<file path="src/include/smp_defs.svh">
// Register offsets, field positions, reset values and timing counts for the PWM edge-source front end
// Overview of operation
// [RULE_01] Prescaler field bits 5:4 divides 1/2/4/8
// [RULE_02] Source field bits 1:0 picks clock
// [RULE_03] Six enable bits hand pins to PWM
// [RULE_04] Second instance keeps only outputs A, B
// [RULE_05] Input polarity bit 6 inverts event pin
// [RULE_06] Six polarity bits make outputs active-low
// [RULE_07] Falling blank mode bits 5:4, 01 immediate
// [RULE_08] Rising blank mode bits 1:0, 01 immediate
// [RULE_09] Rise blank pin bit 7 masks pin
// [RULE_10] Rise blank bits 4:1 mask comparators
// [RULE_11] Fall blank register has same layout
// [RULE_12] Phase pin bit 7 fires rising event
// [RULE_13] Phase bits 4:1 fire on comparator rise
// [RULE_14] Phase bit 0 fires on counter match
// [RULE_15] Rising sources act in parallel, ORed
// [RULE_16] Unimplemented bits read zero, reset zero
// [RULE_17] Falling event on counter equals duty
// [RULE_18] Period match resets time-base counter
// [RULE_19] Module enable gates all operation
// [RULE_20] Immediate blanking opens window of fixed length
// [RULE_21] Pin and comparator inputs synchronised first
`ifndef SMP_DEFS_SVH
`define SMP_DEFS_SVH
`define SMP_OFS_CLK 12'h000
`define SMP_OFS_OEN 12'h004
`define SMP_OFS_POL 12'h008
`define SMP_OFS_BLNK 12'h00c
`define SMP_OFS_REBS 12'h010
`define SMP_OFS_FEBS 12'h014
`define SMP_OFS_PHS 12'h018
`define SMP_OFS_CTRL 12'h01c
`define SMP_OFS_PHASE 12'h020
`define SMP_OFS_DUTY 12'h024
`define SMP_OFS_PERIOD 12'h028
`define SMP_OFS_STAT 12'h02c
`define SMP_MASK_CLK 8'h33
`define SMP_MASK_OEN_FULL 8'h3f
`define SMP_MASK_OEN_AB 8'h03
`define SMP_MASK_POL_FULL 8'h7f
`define SMP_MASK_POL_AB 8'h43
`define SMP_MASK_BLNK 8'h33
`define SMP_MASK_BS 8'h9e
`define SMP_MASK_PHS 8'h9f
`define SMP_MASK_CTRL 8'h01
`define SMP_RST8 8'h00
`define SMP_RST16 16'h0000
`define SMP_PRE_LO 5
`define SMP_PRE_HI 4
`define SMP_SRC_HI 1
`define SMP_SRC_LO 0
`define SMP_FEBM_HI 5
`define SMP_FEBM_LO 4
`define SMP_REBM_HI 1
`define SMP_REBM_LO 0
`define SMP_POLIN_BIT 6
`define SMP_PIN_BIT 7
`define SMP_CMP_HI 4
`define SMP_CMP_LO 1
`define SMP_TB_BIT 0
`define SMP_EN_BIT 0
`define SMP_BLANK_IMM 2'h1
`define SMP_SRC_FOSC 2'h0
`define SMP_SRC_PLL 2'h1
`define SMP_SRC_PIN 2'h2
`define SMP_BLANK_NS 100
`define SMP_CLK_PERIOD_NS 10
`define SMP_BLANK_CYC ((`SMP_BLANK_NS + `SMP_CLK_PERIOD_NS - 1) / `SMP_CLK_PERIOD_NS)
`endif

</file>
<file path="src/include/smp_pkg.sv">
// Types shared by the PWM edge-source front end
package smp_pkg;
  typedef struct packed {
    logic [7:0] clk_ctrl;
    logic [7:0] out_en;
    logic [7:0] pol;
    logic [7:0] blank;
    logic [7:0] rise_bs;
    logic [7:0] fall_bs;
    logic [7:0] rise_src;
  } smp_cfg_t;
  typedef enum logic [1:0] {
    SMP_PH_IDLE = 2'b01,
    SMP_PH_ACC = 2'b10
  } smp_apb_st_t;
endpackage : smp_pkg

</file>
<file path="src/verilog/smp_edge_src.sv">
// PWM time base, edge event sources, blanking and output stage with APB registers
//
// Added by the designer: the register addresses and register access over APB.
`include "smp_defs.svh"
module smp_edge_src #(
  parameter bit FULL_OUTPUTS = 1'b1
) (
  input wire logic core_clk_i,
  input wire logic rst_b_i,
  input wire logic psel_i,
  input wire logic penable_i,
  input wire logic pwrite_i,
  input wire logic [11:0] paddr_i,
  input wire logic [31:0] pwdata_i,
  output logic [31:0] prdata_o,
  output logic pready_o,
  output logic pslverr_o,
  input wire logic pll_clk_tick_i,
  input wire logic ext_clk_pin_i,
  input wire logic event_input_pin_i,
  input wire logic [3:0] cmp_out_i,
  input wire logic [5:0] port_data_i,
  output logic [5:0] pwm_pin_o,
  output logic [15:0] timebase_counter_o
);
  // Writable masks depend on instance flavour
  localparam logic [7:0] OEN_MASK = FULL_OUTPUTS ? `SMP_MASK_OEN_FULL : `SMP_MASK_OEN_AB; // RULE_04
  localparam logic [7:0] POL_MASK = FULL_OUTPUTS ? `SMP_MASK_POL_FULL : `SMP_MASK_POL_AB; // RULE_04
  localparam logic [7:0] BLANK_LEN = 8'(`SMP_BLANK_CYC);

  smp_pkg::smp_cfg_t cfg_q;
  logic [7:0] ctrl_q;
  logic [15:0] phase_value_q, duty_value_q, period_value_q;
  smp_pkg::smp_apb_st_t apb_st_q;
  logic [31:0] prdata_q;
  logic pready_q, pslverr_q;

  // Rising edge of a qualified level
  function automatic logic [4:0] smp_rise(input logic [4:0] now, input logic [4:0] prev);
    smp_rise = now & ~prev;
  endfunction : smp_rise

  // Decode of the APB access phase
  wire apb_acc = psel_i & penable_i & (apb_st_q == smp_pkg::SMP_PH_ACC);
  wire apb_wr = apb_acc & pwrite_i;
  wire [7:0] wb = pwdata_i[7:0];
  wire hit_clk = paddr_i == `SMP_OFS_CLK;
  wire hit_oen = paddr_i == `SMP_OFS_OEN;
  wire hit_pol = paddr_i == `SMP_OFS_POL;
  wire hit_blnk = paddr_i == `SMP_OFS_BLNK;
  wire hit_rebs = paddr_i == `SMP_OFS_REBS;
  wire hit_febs = paddr_i == `SMP_OFS_FEBS;
  wire hit_phs = paddr_i == `SMP_OFS_PHS;
  wire hit_ctrl = paddr_i == `SMP_OFS_CTRL;
  wire hit_ph = paddr_i == `SMP_OFS_PHASE;
  wire hit_dc = paddr_i == `SMP_OFS_DUTY;
  wire hit_pr = paddr_i == `SMP_OFS_PERIOD;
  wire hit_st = paddr_i == `SMP_OFS_STAT;
  wire hit_any = hit_clk | hit_oen | hit_pol | hit_blnk | hit_rebs | hit_febs | hit_phs |
                 hit_ctrl | hit_ph | hit_dc | hit_pr | hit_st;

  // Status word built below
  logic [15:0] tmr_q;
  logic rblank_q, fblank_q, pwm_q;
  wire [31:0] stat_word = {13'h0000, pwm_q, fblank_q, rblank_q, tmr_q};

  // Read mux; masked fields keep unimplemented bits at zero
  wire [31:0] rd_mux =
      hit_clk ? {24'h000000, cfg_q.clk_ctrl} :
      hit_oen ? {24'h000000, cfg_q.out_en} :
      hit_pol ? {24'h000000, cfg_q.pol} :
      hit_blnk ? {24'h000000, cfg_q.blank} :
      hit_rebs ? {24'h000000, cfg_q.rise_bs} :
      hit_febs ? {24'h000000, cfg_q.fall_bs} :
      hit_phs ? {24'h000000, cfg_q.rise_src} :
      hit_ctrl ? {24'h000000, ctrl_q} :
      hit_ph ? {16'h0000, phase_value_q} :
      hit_dc ? {16'h0000, duty_value_q} :
      hit_pr ? {16'h0000, period_value_q} :
      hit_st ? stat_word : 32'h00000000; // RULE_16

  // APB phase tracker: answer one cycle into the access phase
  always_ff @(posedge core_clk_i) begin
    if (!rst_b_i) begin
      apb_st_q <= smp_pkg::SMP_PH_IDLE;
    end else begin
      case (apb_st_q)
        smp_pkg::SMP_PH_IDLE: apb_st_q <= (psel_i & ~penable_i) ? smp_pkg::SMP_PH_ACC : smp_pkg::SMP_PH_IDLE;
        smp_pkg::SMP_PH_ACC: apb_st_q <= (apb_acc & pready_q) ? smp_pkg::SMP_PH_IDLE : smp_pkg::SMP_PH_ACC;
        default: apb_st_q <= smp_pkg::SMP_PH_IDLE;
      endcase
    end
  end

  // Ready, error and read data registered so outputs come from flops
  always_ff @(posedge core_clk_i) begin
    if (!rst_b_i) begin
      pready_q <= 1'b0;
      pslverr_q <= 1'b0;
      prdata_q <= 32'h00000000;
    end else begin
      pready_q <= apb_acc & ~pready_q;
      pslverr_q <= apb_acc & ~pready_q & ~hit_any;
      prdata_q <= (apb_acc & ~pready_q & ~pwrite_i) ? rd_mux : 32'h00000000;
    end
  end

  // Write strobe only at the completing edge
  wire wr_take = apb_wr & pready_q;

  // Configuration registers, all zero after reset
  always_ff @(posedge core_clk_i) begin
    if (!rst_b_i) begin
      cfg_q <= '0; // RULE_16
      ctrl_q <= `SMP_RST8;
      phase_value_q <= `SMP_RST16;
      duty_value_q <= `SMP_RST16;
      period_value_q <= `SMP_RST16;
    end else if (wr_take) begin
      if (hit_clk) cfg_q.clk_ctrl <= wb & `SMP_MASK_CLK;
      if (hit_oen) cfg_q.out_en <= wb & OEN_MASK; // RULE_04
      if (hit_pol) cfg_q.pol <= wb & POL_MASK; // RULE_04
      if (hit_blnk) cfg_q.blank <= wb & `SMP_MASK_BLNK;
      if (hit_rebs) cfg_q.rise_bs <= wb & `SMP_MASK_BS; // RULE_10
      if (hit_febs) cfg_q.fall_bs <= wb & `SMP_MASK_BS; // RULE_11
      if (hit_phs) cfg_q.rise_src <= wb & `SMP_MASK_PHS;
      if (hit_ctrl) ctrl_q <= wb & `SMP_MASK_CTRL;
      if (hit_ph) phase_value_q <= pwdata_i[15:0];
      if (hit_dc) duty_value_q <= pwdata_i[15:0];
      if (hit_pr) period_value_q <= pwdata_i[15:0];
    end
  end

  // Two-flop synchronisers for pin, comparators and clock sources
  logic [6:0] sync1_q, sync2_q;
  always_ff @(posedge core_clk_i) begin
    if (!rst_b_i) begin
      sync1_q <= 7'h00;
      sync2_q <= 7'h00;
    end else begin
      sync1_q <= {pll_clk_tick_i, ext_clk_pin_i, event_input_pin_i, cmp_out_i}; // RULE_21
      sync2_q <= sync1_q; // RULE_21
    end
  end
  wire pin_s = sync2_q[4];
  wire [3:0] cmp_s = sync2_q[3:0];
  wire ext_s = sync2_q[5];
  wire pll_s = sync2_q[6];

  // Clock source edge detect; the source runs as a tick into core_clk, so its rate is capped at half
  logic ext_d_q, pll_d_q;
  always_ff @(posedge core_clk_i) begin
    if (!rst_b_i) begin
      ext_d_q <= 1'b0;
      pll_d_q <= 1'b0;
    end else begin
      ext_d_q <= ext_s;
      pll_d_q <= pll_s;
    end
  end
  wire [1:0] src_sel = cfg_q.clk_ctrl[`SMP_SRC_HI:`SMP_SRC_LO];
  wire src_tick = (src_sel == `SMP_SRC_FOSC) ? 1'b1 :
                  (src_sel == `SMP_SRC_PLL) ? (pll_s & ~pll_d_q) :
                  (src_sel == `SMP_SRC_PIN) ? (ext_s & ~ext_d_q) : 1'b0; // RULE_02

  // Prescaler: divide by 1, 2, 4 or 8
  logic [2:0] pre_q;
  wire [1:0] pre_sel = cfg_q.clk_ctrl[`SMP_PRE_LO:`SMP_PRE_HI];
  wire [2:0] pre_lim = 3'((4'h1 << pre_sel) - 4'h1); // RULE_01
  wire enabled = ctrl_q[`SMP_EN_BIT];
  wire tb_tick = enabled & src_tick & (pre_q == pre_lim); // RULE_19
  always_ff @(posedge core_clk_i) begin
    if (!rst_b_i || !enabled) begin
      pre_q <= 3'h0;
    end else if (src_tick) begin
      pre_q <= (pre_q == pre_lim) ? 3'h0 : 3'(pre_q + 3'h1); // RULE_01
    end
  end

  // Qualified sources: pin with its polarity, comparators as they are
  wire pin_true = pin_s ^ cfg_q.pol[`SMP_POLIN_BIT]; // RULE_05
  logic [4:0] src_prev_q;
  wire [4:0] src_now = {pin_true, cmp_s};
  wire [4:0] src_rise = smp_rise(src_now, src_prev_q);
  always_ff @(posedge core_clk_i) begin
    if (!rst_b_i) begin
      src_prev_q <= 5'h00;
    end else begin
      src_prev_q <= src_now;
    end
  end

  // Blanking masks: pin bit 7, comparators bits 4:1
  wire [4:0] rb_sel = {cfg_q.rise_bs[`SMP_PIN_BIT], cfg_q.rise_bs[`SMP_CMP_HI:`SMP_CMP_LO]}; // RULE_09
  wire [4:0] fb_sel = {cfg_q.fall_bs[`SMP_PIN_BIT], cfg_q.fall_bs[`SMP_CMP_HI:`SMP_CMP_LO]}; // RULE_11
  wire [4:0] blank_mask = (rblank_q ? rb_sel : 5'h00) | (fblank_q ? fb_sel : 5'h00); // RULE_09 RULE_10
  wire [4:0] src_ok = src_rise & ~blank_mask;

  // Rising event: any enabled source, ORed
  wire [4:0] ph_sel = {cfg_q.rise_src[`SMP_PIN_BIT], cfg_q.rise_src[`SMP_CMP_HI:`SMP_CMP_LO]};
  wire tb_phase = cfg_q.rise_src[`SMP_TB_BIT] & tb_tick & (tmr_q == phase_value_q); // RULE_14
  wire rise_evt = enabled & (|(src_ok & ph_sel) | tb_phase); // RULE_12 RULE_13 RULE_15
  wire fall_evt = enabled & tb_tick & (tmr_q == duty_value_q); // RULE_17
  wire per_evt = tb_tick & (tmr_q == period_value_q); // RULE_18

  // Time-base counter, cleared by the period match
  always_ff @(posedge core_clk_i) begin
    if (!rst_b_i || !enabled) begin
      tmr_q <= `SMP_RST16; // RULE_19
    end else if (per_evt) begin
      tmr_q <= `SMP_RST16; // RULE_18
    end else if (tb_tick) begin
      tmr_q <= 16'(tmr_q + 16'h0001);
    end
  end

  // Blanking windows opened at rising and falling events whose blank mode is immediate; fixed length trades flexibility for simplicity
  logic [7:0] rcnt_q, fcnt_q;
  wire rb_imm = cfg_q.blank[`SMP_REBM_HI:`SMP_REBM_LO] == `SMP_BLANK_IMM; // RULE_08
  wire fb_imm = cfg_q.blank[`SMP_FEBM_HI:`SMP_FEBM_LO] == `SMP_BLANK_IMM; // RULE_07
  always_ff @(posedge core_clk_i) begin
    if (!rst_b_i || !enabled) begin
      rcnt_q <= 8'h00;
      fcnt_q <= 8'h00;
    end else begin
      rcnt_q <= (rise_evt & rb_imm) ? BLANK_LEN : (rcnt_q != 8'h00) ? 8'(rcnt_q - 8'h01) : 8'h00; // RULE_20
      fcnt_q <= (fall_evt & fb_imm) ? BLANK_LEN : (fcnt_q != 8'h00) ? 8'(fcnt_q - 8'h01) : 8'h00; // RULE_20
    end
  end
  assign rblank_q = rcnt_q != 8'h00;
  assign fblank_q = fcnt_q != 8'h00;

  // PWM latch: rise sets, fall wins when both land together
  always_ff @(posedge core_clk_i) begin
    if (!rst_b_i || !enabled) begin
      pwm_q <= 1'b0;
    end else if (fall_evt) begin
      pwm_q <= 1'b0;
    end else if (rise_evt) begin
      pwm_q <= 1'b1;
    end
  end

  // Output stage: polarity then pin steering to port when disabled
  logic [5:0] pin_q;
  wire [5:0] drive = {6{pwm_q}} ^ cfg_q.pol[5:0]; // RULE_06
  wire [5:0] pin_d = (drive & cfg_q.out_en[5:0]) | (port_data_i & ~cfg_q.out_en[5:0]); // RULE_03
  always_ff @(posedge core_clk_i) begin
    if (!rst_b_i) begin
      pin_q <= 6'h00;
    end else begin
      pin_q <= pin_d;
    end
  end

  assign pwm_pin_o = pin_q;
  assign timebase_counter_o = tmr_q;
  assign prdata_o = prdata_q;
  assign pready_o = pready_q;
  assign pslverr_o = pslverr_q;
endmodule : smp_edge_src

</file>
<file path="config.mk">
export PLATFORM = sky130hd
export DESIGN_NAME = smp_edge_src
export DESIGN_NICKNAME = d
export VERILOG_FILES = /design/src/include/smp_pkg.sv /design/src/verilog/smp_edge_src.sv
export VERILOG_INCLUDE_DIRS = /design/src /design/src/include
export SDC_FILE = /design/constraint.sdc
export NUM_CORES = 1
export LEC_CHECK = 0
export BUFFER_PORTS_ARGS = -buffer_cell sky130_fd_sc_hd__clkbuf_2
export CORE_ASPECT_RATIO = 0.6
export CORE_MARGIN = 1.5
export CORE_UTILIZATION = 40
export CTS_CLUSTER_SIZE = 8
export DETAILED_ROUTE_END_ITERATION = 10
export PLACE_DENSITY = 0.64
export SYNTH_ARGS = -nofsm -noshare
export SYNTH_HDL_FRONTEND = slang
export SYNTH_SLANG_ARGS = --single-unit
</file>
<file path="constraint.sdc">
create_clock -name core_clk_i -period 2.02 [get_ports core_clk_i]
set_input_delay 0.101 -clock core_clk_i [delete_from_list [all_inputs] [get_ports core_clk_i]]
set_output_delay 0.101 -clock core_clk_i [all_outputs]
set_load 0.1 [all_outputs]
</file>
# == Word level (Yosys, flattened, before mapping) ==
# Index checks and enable logic that the tools add are counted.
# Widths: inputs -> output; s select.
# classes
n_addsub,5
n_eq_ne,21
n_shift,1
n_mux,25
n_bitwise,57
reduce_logical,30
# op_table
op,n
$mux 16,4
$eq 12x5->1 const B,4
$eq 12x6->1 const B,4
$eq 16x16->1,3
$mux 8,4
$eq 12x4->1 const B,2
$reduce_and 2->1,12
$and 1x1->1,21
$add 16x1->16 const B,1
$mux 4,4
$reduce_bool 8->1,2
$sub 8x1->8 const B,2
$and 5x5->5,3
$mux 7,2
$reduce_or 14->1,1
$reduce_or 13->1,1
$and 6x6->6,2
$eq 12x3->1 const B,1
$logic_not 12->1,1
$mux 6,2
$not 1->1,12
$or 1x1->1,12
$mux 5,2
$not 5->5,2
other kinds (22),35
# totals
regBits,185
elab_cells,173

# == Longest topological paths before layout ==
# depth
depth_word,14
ltp_mapped,9
depth_no_buf,8

# == Worst setup path after synthesis ==
# No wires, ideal clock.
# synth_timing
path_kind,register -> register
start,"register tmr_q[10], in the netlist timebase_counter_o[10]"
end,register fcnt_q[2]
setup_ps,116
arrival_time_ps,2399
path_slack_ps,-495
path_stages_with_launch,8
n_path_buf,1
path_cell_list,dfxtp_1 clkbuf_1 xor2_1 nor4_1 nand4_1 or4_4 nand3_2 nor2_1
# synth_via
elab_chain_cells,4
# synth_lines
element,line,source
from (decl),smp_edge_src.sv:63,logic [15:0] tmr_q;
from (signal assigned),smp_edge_src.sv:209,tmr_q <= `SMP_RST16;
from (signal assigned),smp_edge_src.sv:211,tmr_q <= `SMP_RST16;
from (signal assigned),smp_edge_src.sv:213,tmr_q <= 16'(tmr_q + 16'h0001);
$eq 16x16->1,smp_edge_src.sv:203,wire fall_evt = enabled & tb_tick & (tmr_q == duty_value_q);
$and 1x1->1,smp_edge_src.sv:203,
$and 1x1->1,smp_edge_src.sv:227,fcnt_q <= (fall_evt & fb_imm) ? BLANK_LEN : (fcnt_q != 8'h00) ? 8'(fcnt_q - 8'h01) : 8'h00;
$reduce_or 3->1 (no line),--,
to (signal assigned),smp_edge_src.sv:227,
to (decl),smp_edge_src.sv:218,"logic [7:0] rcnt_q, fcnt_q;"
# No other way between the ends.
# A chain may end at the register's enable or synchronous reset.

# == Worst setup path in the final report ==
# layout_timing
start,register cfg_q[52] (netlist bit)
end,register fcnt_q[6]
# layout_via
elab_chain_cells,8
# layout_lines
element,line,source
from (decl),smp_edge_src.sv:31,smp_pkg::smp_cfg_t cfg_q;
$shl 1x2->3,smp_edge_src.sv:169,wire [2:0] pre_lim = 3'((4'h1 << pre_sel) - 4'h1);
$sub 3x1->3,smp_edge_src.sv:169,
$eq 3x3->1,smp_edge_src.sv:171,wire tb_tick = enabled & src_tick & (pre_q == pre_lim);
$and 1x1->1,smp_edge_src.sv:171,
$and 1x1->1 (2 in a row),smp_edge_src.sv:203,
$and 1x1->1,smp_edge_src.sv:227,
$reduce_or 3->1 (no line),--,
# No other way between the ends.

==> metrics.log <==
INFO  metric first_iter_violations = 663
INFO  metric fillCellCount = 1910
INFO  metric min_clock_period_post_route = 2040 ps
INFO  metric cts_bufs_inserted = 17
INFO  metric pin_count_of_the_biggest_net_entering_global_routing = 68
INFO  metric pre_cts_ws = -17.1 ps
INFO  metric maxSlewViolCount = 0
INFO  metric violated_checks = setup timing
INFO  metric worst_hold_path_type = in2reg
INFO  metric clk-insertion-delay-late = 440 ps
INFO  metric areaGrowthSynthToFinish = 25.3%
INFO  metric floorplan.initialDensity = 0.412
INFO  metric synth.ff_latch_count = 172
INFO  metric cts-root-buf = sky130_fd_sc_hd__clkbuf_16
INFO  metric multiInputGateArea = 0.00461 sq mm
INFO  metric finalHoldViolCount = 0
INFO  metric die-width = 189 um
INFO  metric total_negative_setup_slack = -108 ps
INFO  metric synth-async-reset-ratio = 0
INFO  metric finalSetupViolCount = 6
INFO  metric detail_route.first_pass.iterations = 4
INFO  metric via_per_inst = 5.31
INFO  metric worst-endpoint-arrival = 2370 ps
INFO  metric whs_path_depth = 3
INFO  metric detail_route.wirelength = 24.4 mm
INFO  metric finalCritPeriodShare = 1.01
INFO  metric die_area = 0.0217 sq mm
INFO  metric synth_unique_cells = 70
INFO  metric maxSlewHeadroom = 0.557
INFO  metric dieHeight = 115 um
INFO  metric critPathLaunchType = flop
INFO  metric total_of_max_cap_violations = 0
INFO  metric status = finished with violations
INFO  metric post_synth_inst_count = 893
INFO  metric grt_use_total = 0.230
INFO  metric yosysWarnings = 0
INFO  metric synthDominantAreaCellType = sky130_fd_sc_hd__dfxtp_1
INFO  metric area.sequential = 0.00351 sq mm
INFO  metric worst-slew-pin-transition = 658 ps
INFO  metric most_area_consuming_cells_after_synthesis = sky130_fd_sc_hd__dfxtp_1 41%, sky130_fd_sc_hd__mux2i_1 7.0%, sky130_fd_sc_hd__xor2_1 5.8%
INFO  metric ant_nets = 0
INFO  metric clock_skew = 14.3 ps
INFO  metric power.density_cell_area = 678 mW/mm^2
INFO  metric clock-sinks = 172
INFO  metric layout-drive-gt1-share = 0.256
INFO  metric synth_largest_type_area_fraction = 0.414
INFO  metric route.vias.total = 7039
INFO  metric critPathCaptureType = flop
INFO  metric unrepaired_setup_endpoints_after_global_routing = yes
INFO  metric synth_edf_count = 0
INFO  metric r2r.worst_path.cells = 6
INFO  metric clock_pin_transition_on_the_worst_setup_and_hold_timing_paths = 70 ps
INFO  metric postCtsSetupBuffers = 0
INFO  metric core = 0.0202 sq mm
INFO  metric num_rows = 40
INFO  metric synth.cell_area = 0.00832 sq mm
INFO  metric num_antenna_cells = 0
INFO  metric routedWlPerCell = 18.4 um
INFO  metric p_leak = 4.20 nW
INFO  metric drc = 0
INFO  metric avgSynthCellArea = 9.31 sq um
INFO  metric grt_pass1_vias = 6449
INFO  metric place_hpwl = 17.8 mm
INFO  metric io_buffers = 88
INFO  metric achievable-frequency = 489 MHz
INFO  metric worst_ir_drop_vdd = 0.579 mV
INFO  metric netlist_top_cells_count = 172 x sky130_fd_sc_hd__dfxtp_1, 81 x sky130_fd_sc_hd__nand2_1, 60 x sky130_fd_sc_hd__nor2b_1
INFO  metric tritoncts = done
INFO  metric ioPinCount = 118
INFO  metric power.total = 7.06 mW
INFO  metric synth.most_common_cell = sky130_fd_sc_hd__dfxtp_1
INFO  metric clk_path_buf_depth = 2
INFO  metric synth_flop_cell = sky130_fd_sc_hd__dfxtp_1
INFO  metric worst_path_required_time = 2350 ps
INFO  metric overflow_left_after_global_routing = 0
INFO  metric criticalPathCategory = reg2reg
INFO  metric worst_slack = -23.7 ps
INFO  metric synth.yosys.seq_area_share = 0.414
INFO  metric finalNetCount = 1108
INFO  metric grt_pass1_wl = 37.2 mm
INFO  metric crit_fanout = 6
INFO  metric antenna_violations_before_repair = 0
INFO  metric max_h_tree_level = 4
INFO  metric replace_congestion = 0.989
-- through the flow --
step           hold slack [ps]  std cells  instance area (sq um)   util
4_1_cts                  0.571       1325                  10300  0.512
3_3_place_gp               314       1269                   9500  0.471
3_5_place_dp               309       1269                   9500  0.471
6_report                  10.3       1326                  10400  0.517
5_1_grt                   26.2       1326                  10400  0.517
2_1_floorplan              228        905                   8430      -
-- report_power, final --
part / internal [mW] / switching, mW
clock network: 1.73 / 1.44
logic: 0.158 / 0.328
registers: 3.40 / 0.00835
-- layout by cell type, fill, tap and decap left out, drive strengths merged, types with 4 or more instances in the layout --
cell type	netlist	routed
dfxtp	172	172
clkbuf	47	107
nand2	82	82
buf	24	75
nor2	61	61
nor2b	60	60
mux2i	58	58
xor2	55	55
nor3	35	35
a21boi	34	34
o21ai	31	31
xnor2	25	25
a21oi	25	25
and2	24	24
dlygate4sd3	0	24
inv	18	22
nor4	17	17
mux4	15	15
conb	1	13
and3	11	11
nand3	10	10
nand4	8	8
nand2b	6	6
o211a	6	6
or2	6	6
ha	6	6
clkinv	0	6
or3	5	5
nand3b	5	5
a22oi	4	4
o22ai	4	4
-- logic make-up (layout without fill, tap and decap cells) --
group / after synthesis / after routing / synth area share
buffers and inverters: 89 / 237 / 0.0490
and+or+nand+nor: 339 / 339 / 0.220
adders and majority gates: 6 / 6 / 0.00903
muxes: 74 / 74 / 0.112
DFF: 172 / 172 / 0.414
xor gates and xnor gates: 80 / 80 / 0.0842
AOI/OAI and AO/OA: 132 / 132 / 0.112
other: 1 / 13 / 0.000451
-- sequential cells by signal (all words and copies together), names as in the netlist, 5 cells and up --
register,cells
sync1_q,7
timebase_counter_o,16
rcnt_q,8
pwm_pin_o,6
fcnt_q,8
period_value_q,16
src_prev_q,5
cfg_q,37
sync2_q,7
duty_value_q,16
prdata_o,19
phase_value_q,16
-- metal layers --
layer,track usage,vias up,routed length (um)
met5,0,-,0
met3,0.0644,24,2470
met4,0.0444,0,213
met1,0.357,3346,12200
met2,0.308,310,9450
li1,-,3359,-
-- final cells by class --
class	instances	area share
Timing Repair Buffer	187	0.128
Clock inverter	13	0.0110
Clock buffer	19	0.0425
Sequential cell	172	0.337
Inverter	18	0.00649
Tap cell	273	0.0328
Multi-Input combinational cell	644	0.442
-- critical path, stage by stage (launching register included) --
cell and delay (ps):
sky130_fd_sc_hd__dfxtp_2 330, sky130_fd_sc_hd__or2_4 250, sky130_fd_sc_hd__a2111oi_4 390, sky130_fd_sc_hd__o221ai_2 200
sky130_fd_sc_hd__or4_4 550, sky130_fd_sc_hd__nand3_4 150, sky130_fd_sc_hd__nor2_1 60
-- repair_timing --
item	in CTS	in global routing
gates resized for setup	7	17
pin swaps	2	3
hold endpoints to repair	42	0
cloned	0	1
hold buffers	24	0
setup endpoints to repair	15	27
-- worst paths after layout --
path                            end  slack, ps                    from
max            fcnt_q[6]$_SDFF_PP0_        -20  cfg_q[52]$_SDFFE_PN0P_
max reg2reg    fcnt_q[6]$_SDFF_PP0_        -20  cfg_q[52]$_SDFFE_PN0P_
min          apb_st_q[0]$_SDFF_PN1_         10                  psel_i
min reg2reg   sync2_q[2]$_SDFF_PN0_        430   sync1_q[2]$_SDFF_PN0_
Power figures use the tool's default switching activity.
